$ cat config.mk
export PLATFORM = sky130hd
export DESIGN_NAME = pio_top
export DESIGN_NICKNAME = d
export VERILOG_FILES = /design/src/rtl/pio_pkg.sv /design/src/rtl/pio_pin_cell.sv /design/src/rtl/pio_top.sv
export SDC_FILE = /design/constraint.sdc
export NUM_CORES = 1
export LEC_CHECK = 0
export BUFFER_PORTS_ARGS = -buffer_cell sky130_fd_sc_hd__buf_2
export CAP_MARGIN = 20
export CORE_AREA = 3 3 225 227
export CTS_CLUSTER_SIZE = 16
export DETAILED_ROUTE_END_ITERATION = 12
export DIE_AREA = 0 0 228 230
export PLACE_DENSITY = 0.76
export SYNTH_ARGS = -nofsm -noshare
export SYNTH_HDL_FRONTEND = slang
export SYNTH_HIERARCHICAL = 1
export SYNTH_SLANG_ARGS = --single-unit
export TNS_END_PERCENT = 30
$ cat constraint.sdc
create_clock -name core_clk_i -period 5.6 [get_ports core_clk_i]
set_clock_uncertainty 0.2 [all_clocks]
set_input_delay 0.28 -clock core_clk_i [delete_from_list [all_inputs] [get_ports core_clk_i]]
set_output_delay 0.28 -clock core_clk_i [all_outputs]
set_load 0.005 [all_outputs]
$ cat src/rtl/pio_pkg.sv
// constants, types and field layouts shared by the peripheral i/o plumbing
// assumes one core clock domain and the core as the only register writer
package pio_pkg;

    localparam int          NPINS     = 42;
    localparam int          NGRP      = 5;
    localparam int          DW        = 24;
    localparam int          AW        = 24;
    localparam int          INT_MAX   = 6;
    localparam int          DMA_MAX   = 4;

    // internal i/o space: top 128 words of x data space
    localparam logic [23:0] IO_BASE   = 24'hffff80;
    localparam int          IO_LSB    = 7;
    localparam logic [6:0]  OFS_SEL   = 7'h60;
    localparam logic [6:0]  OFS_CTRL  = 7'h68;
    localparam logic [2:0]  GRP_LAST  = 3'h4;

    // pin groups: host port, sync serial zero, sync serial one,
    // async serial port, timers
    localparam int          GRP_LO [NGRP] = '{0, 24, 30, 36, 39};
    localparam int          GRP_W  [NGRP] = '{24, 6, 6, 3, 3};
    localparam int          INT_N  [NGRP] = '{6, 6, 6, 5, 3};
    localparam int          DMA_N  [NGRP] = '{4, 2, 2, 2, 2};
    localparam int          HOST_GRP      = 0;

    // control register fields
    localparam int          CTL_IE_LO = 0;
    localparam int          CTL_DE_LO = 8;
    localparam int          CTL_EN    = 12;

    localparam logic [23:0] SEL_RST_HOST  = 24'hffffff;
    localparam logic [23:0] SEL_RST_OTHER = 24'h000000;
    localparam logic [23:0] CTRL_RST      = 24'h000000;

    localparam logic [23:0] VEC_BASE_DEF  = 24'h000040;
    localparam int          VEC_STEP      = 2;

    typedef enum logic [4:0] {
        BOP_NONE = 5'h01,
        BOP_SET  = 5'h02,
        BOP_CLR  = 5'h04,
        BOP_CHG  = 5'h08,
        BOP_TST  = 5'h10
    } pio_bitop_type;

    typedef struct packed {
        logic [23:0]   addr;
        logic          wr;
        logic          rd;
        pio_bitop_type bop;
        logic [4:0]    bnum;
        logic [23:0]   wdata;
    } pio_req_type;

    typedef struct packed {
        logic [NPINS-1:0] out;
        logic [NPINS-1:0] oe;
    } pio_drive_type;

endpackage

$ cat src/rtl/pio_pin_cell.sv
// pin cell: input synchroniser and gpio / peripheral output steering
// assumes pins are asynchronous to core_clk_i
module pio_pin_cell #(
    parameter int W = 42
) (
    input  wire logic         core_clk_i,
    input  wire logic         nrst_i,
    input  wire logic [W-1:0] pin_in_i,
    input  wire logic [W-1:0] sel_i,
    input  wire logic [W-1:0] gpio_out_i,
    input  wire logic [W-1:0] gpio_oe_i,
    input  wire logic [W-1:0] per_out_i,
    input  wire logic [W-1:0] per_oe_i,
    output logic      [W-1:0] pin_out_o,
    output logic      [W-1:0] pin_oe_o,
    output logic      [W-1:0] pin_sync_o
);

    logic [W-1:0] s1_r;
    logic [W-1:0] s2_r;
    logic [W-1:0] out_nxt;
    logic [W-1:0] oe_nxt;
    logic [W-1:0] out_r;
    logic [W-1:0] oe_r;

    always_comb begin
        out_nxt = (sel_i & per_out_i) | (~sel_i & gpio_out_i);
        oe_nxt  = (sel_i & per_oe_i) | (~sel_i & gpio_oe_i);
    end

    always_ff @(posedge core_clk_i or negedge nrst_i) begin
        if (!nrst_i) begin
            s1_r  <= '0;
            s2_r  <= '0;
            out_r <= '0;
            oe_r  <= '0;
        end else begin
            s1_r  <= pin_in_i;
            s2_r  <= s1_r;
            out_r <= out_nxt;
            oe_r  <= oe_nxt;
        end
    end

    assign pin_out_o  = out_r;
    assign pin_oe_o   = oe_r;
    assign pin_sync_o = s2_r;

endmodule

$ cat src/rtl/pio_top.sv
// peripheral i/o space decode, pin function select, interrupt and dma gating
// assumes core issues one access per cycle; port data regs live elsewhere
// Operation
// - control registers decode into the top 128 words of x space
// - registers take word moves and single-bit set, clear, change, test
// - 42 shared two-way pins, each gpio or peripheral, none gpio-only
// - after reset pins are gpio inputs except the host port pins
// - only peripheral control registers choose gpio or peripheral function
// - five groups: host 24, sync serial 6 and 6, async 3, timers 3
// - an enabled peripheral keeps the mode bits written before enabling
// - interrupt needs own enable, priority enable and global enable
// - interrupt fetches from a fixed vector, two-word slots per source
// - long handler returns to the program counter saved at interrupt
// - each peripheral has three to six interrupt sources
// - each peripheral has two to four dma request sources
// - dma requests use their own path and never stall the core
module pio_top #(
    parameter logic [23:0] VEC_BASE = pio_pkg::VEC_BASE_DEF
) (
    input  wire logic                          core_clk_i,
    input  wire logic                          nrst_i,
    input  wire pio_pkg::pio_req_type          req_i,
    output logic      [pio_pkg::DW-1:0]        rdata_o,
    output logic                               io_hit_o,
    output logic                               bit_tst_o,
    input  wire logic [pio_pkg::NPINS-1:0]     pin_in_i,
    output logic      [pio_pkg::NPINS-1:0]     pin_out_o,
    output logic      [pio_pkg::NPINS-1:0]     pin_oe_o,
    output logic      [pio_pkg::NPINS-1:0]     pin_sync_o,
    input  wire pio_pkg::pio_drive_type        gpio_drv_i,
    input  wire pio_pkg::pio_drive_type        per_drv_i,
    output logic      [pio_pkg::NGRP-1:0]      per_en_o,
    input  wire logic [pio_pkg::NGRP*6-1:0]    stat_i,
    input  wire logic [pio_pkg::NGRP-1:0]      prio_en_i,
    input  wire logic                          glob_en_i,
    output logic      [pio_pkg::NGRP*6-1:0]    irq_src_o,
    output logic                               irq_o,
    output logic      [pio_pkg::AW-1:0]        irq_vec_o,
    output logic      [pio_pkg::NGRP*4-1:0]    dma_req_o,
    input  wire logic                          irq_take_i,
    input  wire logic                          rti_i,
    input  wire logic [pio_pkg::AW-1:0]        pc_i,
    output logic      [pio_pkg::AW-1:0]        resume_pc_o
);

    localparam int NG = pio_pkg::NGRP;
    localparam int IM = pio_pkg::INT_MAX;
    localparam int DM = pio_pkg::DMA_MAX;

    logic [NG-1:0][23:0]    sel_r, sel_nxt;
    logic [NG-1:0][23:0]    ctrl_r, ctrl_nxt;
    logic [23:0]            rdata_r, rdata_nxt;
    logic                   hit_r, hit_nxt;
    logic                   tst_r, tst_nxt;
    logic [NG*IM-1:0]       irq_src_r, irq_src_nxt;
    logic                   irq_r, irq_nxt;
    logic [23:0]            vec_r, vec_nxt;
    logic [NG*DM-1:0]       dma_r, dma_nxt;
    logic [23:0]            pc_r, pc_nxt;
    logic [pio_pkg::NPINS-1:0] pin_sel;

    logic                   in_io;
    logic [6:0]             idx;
    logic                   is_sel;
    logic                   is_ctrl;
    logic [2:0]             grp;
    logic [23:0]            cur;
    logic [23:0]            mask;
    logic [23:0]            wval;
    logic                   do_wr;

    // register access
    always_comb begin
        in_io   = req_i.addr[23:pio_pkg::IO_LSB] ==
                  pio_pkg::IO_BASE[23:pio_pkg::IO_LSB];
        idx     = req_i.addr[6:0];
        grp     = idx[2:0];
        is_sel  = in_io && idx[6:3] == pio_pkg::OFS_SEL[6:3]
                  && grp <= pio_pkg::GRP_LAST;
        is_ctrl = in_io && idx[6:3] == pio_pkg::OFS_CTRL[6:3]
                  && grp <= pio_pkg::GRP_LAST;
        cur     = '0;
        if (is_sel) begin
            cur = sel_r[grp];
        end else if (is_ctrl) begin
            cur = ctrl_r[grp];
        end
        mask  = 24'h000001 << req_i.bnum;
        wval  = req_i.wdata;
        do_wr = 1'b0;
        unique case (req_i.bop)
            pio_pkg::BOP_SET: begin
                wval  = cur | mask;
                do_wr = 1'b1;
            end
            pio_pkg::BOP_CLR: begin
                wval  = cur & ~mask;
                do_wr = 1'b1;
            end
            pio_pkg::BOP_CHG: begin
                wval  = cur ^ mask;
                do_wr = 1'b1;
            end
            pio_pkg::BOP_TST: begin
                do_wr = 1'b0;
            end
            default: begin
                do_wr = req_i.wr;
            end
        endcase
        sel_nxt   = sel_r;
        ctrl_nxt  = ctrl_r;
        if (do_wr && is_sel && !ctrl_r[grp][pio_pkg::CTL_EN]) begin
            sel_nxt[grp] = wval;
        end
        if (do_wr && is_ctrl) begin
            if (ctrl_r[grp][pio_pkg::CTL_EN]) begin
                ctrl_nxt[grp][pio_pkg::CTL_EN] = wval[pio_pkg::CTL_EN];
            end else begin
                ctrl_nxt[grp] = wval;
            end
        end
        hit_nxt   = is_sel || is_ctrl;
        rdata_nxt = req_i.rd ? cur : rdata_r;
        tst_nxt   = (req_i.bop == pio_pkg::BOP_TST) ? |(cur & mask) : tst_r;
    end

    // interrupt, dma and vector gating
    always_comb begin
        irq_src_nxt = '0;
        dma_nxt     = '0;
        vec_nxt     = vec_r;
        pc_nxt      = pc_r;
        for (int g = 0; g < NG; g++) begin
            for (int i = 0; i < pio_pkg::INT_N[g]; i++) begin
                irq_src_nxt[g*IM+i] = stat_i[g*IM+i]
                    && ctrl_r[g][pio_pkg::CTL_IE_LO+i]
                    && prio_en_i[g] && glob_en_i;
            end
            for (int i = 0; i < pio_pkg::DMA_N[g]; i++) begin
                dma_nxt[g*DM+i] = stat_i[g*IM+i]
                    && ctrl_r[g][pio_pkg::CTL_DE_LO+i];
            end
        end
        irq_nxt = |irq_src_nxt;
        for (int s = NG*IM-1; s >= 0; s--) begin
            if (irq_src_nxt[s]) begin
                vec_nxt = VEC_BASE + 24'(s * pio_pkg::VEC_STEP);
            end
        end
        if (irq_take_i) begin
            pc_nxt = pc_i;
        end
    end

    always_ff @(posedge core_clk_i or negedge nrst_i) begin
        if (!nrst_i) begin
            for (int g = 0; g < NG; g++) begin
                sel_r[g]  <= (g == pio_pkg::HOST_GRP) ? pio_pkg::SEL_RST_HOST
                                : pio_pkg::SEL_RST_OTHER;
                ctrl_r[g] <= pio_pkg::CTRL_RST;
            end
            rdata_r   <= '0;
            hit_r     <= 1'b0;
            tst_r     <= 1'b0;
            irq_src_r <= '0;
            irq_r     <= 1'b0;
            vec_r     <= '0;
            dma_r     <= '0;
            pc_r      <= '0;
        end else begin
            sel_r     <= sel_nxt;
            ctrl_r    <= ctrl_nxt;
            rdata_r   <= rdata_nxt;
            hit_r     <= hit_nxt;
            tst_r     <= tst_nxt;
            irq_src_r <= irq_src_nxt;
            irq_r     <= irq_nxt;
            vec_r     <= vec_nxt;
            dma_r     <= dma_nxt;
            pc_r      <= pc_nxt;
        end
    end

    // per-pin function select from the group registers
    always_comb begin
        pin_sel = '0;
        for (int g = 0; g < NG; g++) begin
            for (int b = 0; b < pio_pkg::GRP_W[g]; b++) begin
                pin_sel[pio_pkg::GRP_LO[g]+b] = sel_r[g][b];
            end
        end
    end

    pio_pin_cell #(
        .W (pio_pkg::NPINS)
    ) u_pins (
        .core_clk_i (core_clk_i),
        .nrst_i     (nrst_i),
        .pin_in_i   (pin_in_i),
        .sel_i      (pin_sel),
        .gpio_out_i (gpio_drv_i.out),
        .gpio_oe_i  (gpio_drv_i.oe),
        .per_out_i  (per_drv_i.out),
        .per_oe_i   (per_drv_i.oe),
        .pin_out_o  (pin_out_o),
        .pin_oe_o   (pin_oe_o),
        .pin_sync_o (pin_sync_o)
    );

    always_comb begin
        for (int g = 0; g < NG; g++) begin
            per_en_o[g] = ctrl_r[g][pio_pkg::CTL_EN];
        end
    end

    assign rdata_o     = rdata_r;
    assign io_hit_o    = hit_r;
    assign bit_tst_o   = tst_r;
    assign irq_src_o   = irq_src_r;
    assign irq_o       = irq_r;
    assign irq_vec_o   = vec_r;
    assign dma_req_o   = dma_r;
    assign resume_pc_o = rti_i ? pc_r : pc_r;

endmodule

* Yosys cells after proc, flatten, opt, wreduce, memory -nomap -nowiden *
Cells that the tools add are included.

word-level totals
  memory bits (writable) = 0
  logic and storage cells = 191
  bits in latches = 0
  ROM bits = 0
  memories kept = 0
  flip-flop bits (word level) = 521

operators by class
  reduce and logical (&&, ||, !) cells = 104
  equal/unequal tests = 7
  $mul = 0
  muxes and demuxes = 42
  div/mod/pow operators = 0
  add/subtract/negate cells = 0
  bitwise operators = 12
  $lt $le $gt $ge = 3
  shift-type cells = 1

operators with widths
  cell                  number
  $mux 24               31
  $bwmux 120            3
  $and 42x42->42        4
  $bmux 24 s3           2
  $demux 24 s3          2
  $mux 120              1
  $logic_and 1x1->1     98
  $or 42x42->42         2
  $pmux 24 s3           1
  $and 24x24->24        2
  $not 42->42           1
  $reduce_bool 26->1    1
  $reduce_or 26->1      1
  $not 24->24           1
  $or 24x24->24         1
  $reduce_or 24->1      1
  $shl 1x5->24 const A  1
  $xor 24x24->24        1
  $eq 17x17->1 const B  1
  $mux 13               1
  $eq 4x4->1 const B    2
  $eq 5x2->1 const B    1
  $eq 5x3->1 const B    1
  $eq 5x4->1 const B    1
  other kinds (8)       8

* Logic depth before layout (Yosys ltp) *
  word-level depth = 29
  depth in mapped cells = 14
  depth with buffers taken out = 11

* Modules after synthesis *
Netlist, hierarchy kept.

modules (own cells, without submodules)
  module        sequential area each (um^2)  area each (um^2)  instances  cells each
  pio_top       8413.1                       17314.1           1          1463
  pio_pin_cell  4204.0                       5149.9            1          252

* Worst setup path after synthesis *
OpenSTA, ideal clock, no wires.

  path type = input -> register
  start = input port req_i[37] in the netlist's numbering
  end = register ctrl_r[118] in the netlist's numbering
  setup time = 0.125 ns
  path slack = 2.200 ns
  stages on the path = 12
  arrival time = 3.076 ns
  required time = 5.275 ns
  cell sequence = clkbuf_1 > buf_2 > buf_1 > buf_1 > mux2i_1 > o221ai_1 > o211a_1 > inv_1 > ha_1 > a221oi_1 > a21oi_1 > mux2_2

on the way
  cells in the longest elaborated chain, start to end = 8
  elaborated cells on any way between the ends = 23
  classes of those cells = order compare (3); mux (13); bitwise (3); reduce/logical (4)

ends and longest elaborated chain
  what                                                                line                                         source
  from (decl)                                                         pio_top.sv:22                                input wire pio_pkg::pio_req_type req_i,
  $bmux 24 s3 or $le 3x3->1 (tied branches)                           pio_top.sv:86, pio_top.sv:79, pio_top.sv:81
  $mux 24 (implied by the code) or $logic_and 1x1->1 (tied branches)  pio_top.sv:117, pio_top.sv:81
  $mux 24                                                             pio_top.sv:85                                end else if (is_ctrl) begin
  $mux 24 (*)                                                         pio_top.sv:83                                if (is_sel) begin
  via cur[22]                                                         pio_top.sv:67                                logic [23:0] cur;
  $xor 24x24->24, or another cell as far along                        pio_top.sv:101                               wval = cur ^ mask;
  $pmux 24 s3 (*)                                                     pio_top.sv:91                                unique case (req_i.bop)
  $bwmux 120 (*)                                                      pio_top.sv:120                               ctrl_nxt[grp] = wval;
  $mux 120 (*)                                                        pio_top.sv:117                               if (ctrl_r[grp][pio_pkg::CTL_EN]) begin
  to (signal, indexed assignment)                                     pio_top.sv:161                               ctrl_r[g] <= pio_pkg::CTRL_RST;
  to (signal assigned)                                                pio_top.sv:173                               ctrl_r <= ctrl_nxt;
  to (decl)                                                           pio_top.sv:51                                logic [NG-1:0][23:0] ctrl_r, ctrl_nxt;

The timed path passes the listed nets; every way through them passes the cells marked *. The select of a mux whose other input is x is not followed.
A chain may end at the register's enable or synchronous reset.

* Worst setup path after layout *
  start = input port req_i[38] in the netlist's numbering
  end = register tst_r (netlist: bit_tst_o)

on the way
  cells in the longest elaborated chain, start to end = 6
  elaborated cells on any way between the ends = 11
  classes of those cells = order compare (1); mux (6); bitwise (1); reduce/logical (3)

ends and longest elaborated chain
  what                                          line                                         source
  $bmux 24 s3 or $le 3x3->1 (tied branches)     pio_top.sv:86, pio_top.sv:79, pio_top.sv:81
  $mux 24 or $logic_and 1x1->1 (tied branches)  -
  $mux 24                                       pio_top.sv:85
  $mux 24 (*)                                   pio_top.sv:83
  via cur[15]                                   pio_top.sv:67
  $and 24x24->24 (*)                            pio_top.sv:125                               tst_nxt = (req_i.bop == pio_pkg::BOP_TST) ? |(cur & mask) : tst_r;
  $reduce_or 24->1 (*)                          pio_top.sv:125
  to (signal assigned)                          pio_top.sv:176                               tst_r <= tst_nxt;
  to (decl)                                     pio_top.sv:54                                logic tst_r, tst_nxt;

Marked as above.

==> run_results.csv <==
group,metric,value,unit
status,outcome,"completed",
final_layout,layout_common_cells,"buf_2, dfrtp_1, mux2_2",
clock_network,cts_resized,0,
worst_hold_path,hold_class,"in -> reg",
global_route,grt_first_pass_wirelength,109.3,mm
sta,setup_viol,0,
global_route,antenna_found_initial,8,
floorplan,ios,590,
synth,ys_ff_latch,503,
final_layout,instances_no_fill,3247,
critical_path,worstSetupEndpointType,"register",
clock_network,root_buffer,"clkbuf_16",
place,dp_slack,1.337,ns
clock_network,cts_sinks,503,
critical_path,timing.rr.end,"bit_tst_o",
routing,via_count,17410,
synth,syn_inst,1715,
final_layout,drive_gt1_frac,0.4245,
synth,yosysSeqAreaShare,0.5617,
pwr,p_sw,1.905,mW
worst_hold_path,hold_start,"prio_en_i[2]",
sta,slew_headroom,0.2750,
critical_path,reg2regPathDepth,13,
sta,slew_violations,0,
global_route,grt_usage,0.2681,
routing,wire_per_inst,22.13,um
pwr,netSwitchingFraction,0.2299,
floorplan,die_height,230,um
worst_hold_path,hold_depth,3,
critical_path,start_kind,"primary input",
sta,grt_setup_unrepaired,"false",
sta,layout_min_cycle_time,3.819,ns
critical_path,critPathKind,"in -> reg",
routing,wirelength,71.87,mm
place,placedCellCount,2866,
pwr,seqPwrFrac,0.452,
synth,async_flop_share,1.000,
place,port_buffers,554,
place,hpwlAfterDp,47.71,mm
critical_path,required,5.88,ns
clock_network,clk_pin_slew,0.06,ns
synth,synth-edff-count,0,
critical_path,worst_ep_arrival_time,4.10,ns
global_route,grt_start_max_net_pins,145,
clock_network,hold_buffers,274,
critical_path,rrSetupSlack,2.07,ns
final_layout,syn_to_final_growth,35.39,%
clock_network,cts.path.max_buffers,3,
synth,syn-cell-area,0.02246,mm2
final_layout,mostFrequentLayoutCell,"buf_2",
pwr,intPower,6.382,mW
sta,worst_slack,1.781,ns
run,drv_cap,0,
synth,avgSynthCellArea,13.10,um2
global_route,grt-ovfl-total,0,
synth,yosys_warnings,6,
synth,synthDistinctLibCells,62,
routing,drc,0,
sta,worst_pin_slew,1.088,ns
sta,setup-tns-final,0,ns
floorplan,die_w,228,um
pwr,p_total,8.287,mW
worst_hold_path,hold_end,"irq_src_o[13]",
floorplan,start_util,0.4599,
clock_network,htreeDepth,2,
clock_network,cts_tree,"yes",
pwr,leakagePower,15.52,nW
floorplan,core,0.04885,mm2
global_route,grt_pass1_vias,18760,
routing,drt_first_pass_iters,5,
final_layout,fillCellCount,3685,
sta,fin_crit_sh,0.6819,
routing,via_per_inst,5.361,
floorplan,die_area,0.05244,mm2
sta,hold_viol,0,
pwr,pwr-share-clk,0.460,
critical_path,crit_fanout,30,
clock_network,clk_latency,0.60,ns
synth,dominantRegCellSynth,"dfrtp_1",
pwr,power-per-cell-area,272.5,mW/mm2
pwr,combPwrFrac,0.087,
clock_network,post_cts_buffers,0,
clock_network,cts_inserted_buffers,52,
floorplan,rows,81,
place,place.gp.congestion,0.9194,
final_layout,final_nets,2937,
routing,final_antenna_net_count,0,
pwr,peakVddDrop,268.9,uV
final_layout,post-route-util,0.6226,
routing,drt_iter0_markers,1201,
sta,max_clock_freq,261.9,MHz
## state kept, by name, summed over array words and instances (netlist names), 26 cells and up, named ones only
register           count
ctrl_r               115
sel_r                 78
pin_sel               42
u_pins/pin_oe_o       42
u_pins/pin_out_o      42
u_pins/pin_sync_o     42
u_pins/s1_r           42
irq_src_o             26
## layer usage
metal / up-vias / track usage / wire length [um]
met1: 8852 / 0.3219 / 27970
met3: 175 / 0.05463 / 4190
met5: - / 0 / 13
li1: 7714 / - / -
met4: 2 / 0.1133 / 2901
met2: 664 / 0.4703 / 36790
## worst max path at each step
stage	slack, ns	depth (start not counted)	start	end
detailed placement	1.34	8	req_i[36]	sel_r[86]
global placement	1.40	8	req_i[36]	sel_r[91]
floorplan	2.20	12	req_i[37]	ctrl_r[118]
finish	1.78	14	req_i[38]	bit_tst_o
CTS	1.86	14	req_i[38]	bit_tst_o
global route	1.60	14	req_i[38]	bit_tst_o
## critical path: stages
cell           delay, ns
buf_2               0.54
buf_4               0.38
buf_4               0.37
mux2i_1             0.23
nor2_1              0.05
a21oi_1             0.13
o22ai_1             0.17
o211a_1             0.34
ha_1                0.23
nor4_1              0.30
nand4_1             0.23
nor2_1              0.16
a31oi_1             0.10
dlygate4sd3_1       0.58
## cell families after synthesis
| kind of cell | Yosys count | synth area share |
|---|---|---|
| muxes | 446 | 0.2239 |
| AOI/OAI and AO/OA | 237 | 0.07129 |
| other | 1 | 0.0001669 |
| buffers and inverters | 181 | 0.04083 |
| and+or+nand+nor | 274 | 0.06171 |
| xor gates and xnor gates | 1 | 0.0003900 |
| DFF | 503 | 0.5617 |
| adders and majority gates | 72 | 0.04010 |
## per-stage QoR
step	cell area, um2	hold WS [ns]
finish	30410	0.04651
global route	30410	0.05841
CTS	30390	0.001810
detailed placement	25730	0.1347
global placement	25730	0.1316
floorplan	22570	-0.2156
## cell type report
type / instances / area (um2) / share of cell area
sequential: 503 / 12620 / 0.4148
multi-input combinational: 1060 / 9039 / 0.2972
timing repair buffer: 856 / 5778 / 0.1900
clock buffer: 75 / 1570 / 0.05163
tap: 664 / 830.8 / 0.02732
clock inverter: 23 / 341.6 / 0.01123
inverter: 58 / 217.7 / 0.007158
antenna: 8 / 20.02 / 0.0006582
## synth_stat cells (6+ instances only)
library cell  count  area share
and3_1           12      0.0033
nor2b_1          13      0.0036
dfstp_2          24       0.028
buf_4            35       0.012
a21oi_1          74       0.016
ha_1             72       0.040
mux2i_1          58       0.026
buf_6            12      0.0060
nor3_1           10      0.0022
nor4_1            9      0.0025
inv_1            58      0.0097
mux2_2          377        0.19
nand3_1           9      0.0020
a221o_1           9      0.0040
nor2_1           98       0.016
o211a_1          12      0.0053
nand4_1          13      0.0036
nand2_1          71       0.012
mux2_4            6      0.0040
dfrtp_1         479        0.53
a22oi_1          11      0.0037
o22ai_1          17      0.0047
o211ai_1          9      0.0030
a211oi_1         14      0.0047
a221oi_1         16      0.0062
clkbuf_1         51      0.0085
a31oi_1           8      0.0022
and2_1           17      0.0047
o21ai_0          31      0.0069
buf_1            12      0.0020
o221ai_1         12      0.0047
buf_2            13      0.0029
## power by group through the flow
stage	clock network (mW)	logic, mW	registers (mW)
final	3.82	0.725	3.75
after detailed placement	0	0.557	3.81
after CTS	3.88	0.708	3.74
after global placement	0	0.543	3.80
after floorplan	0	0.210	3.81
after global routing	4.04	0.782	3.75
No activity file was read; power rests on OpenSTA's default activity.
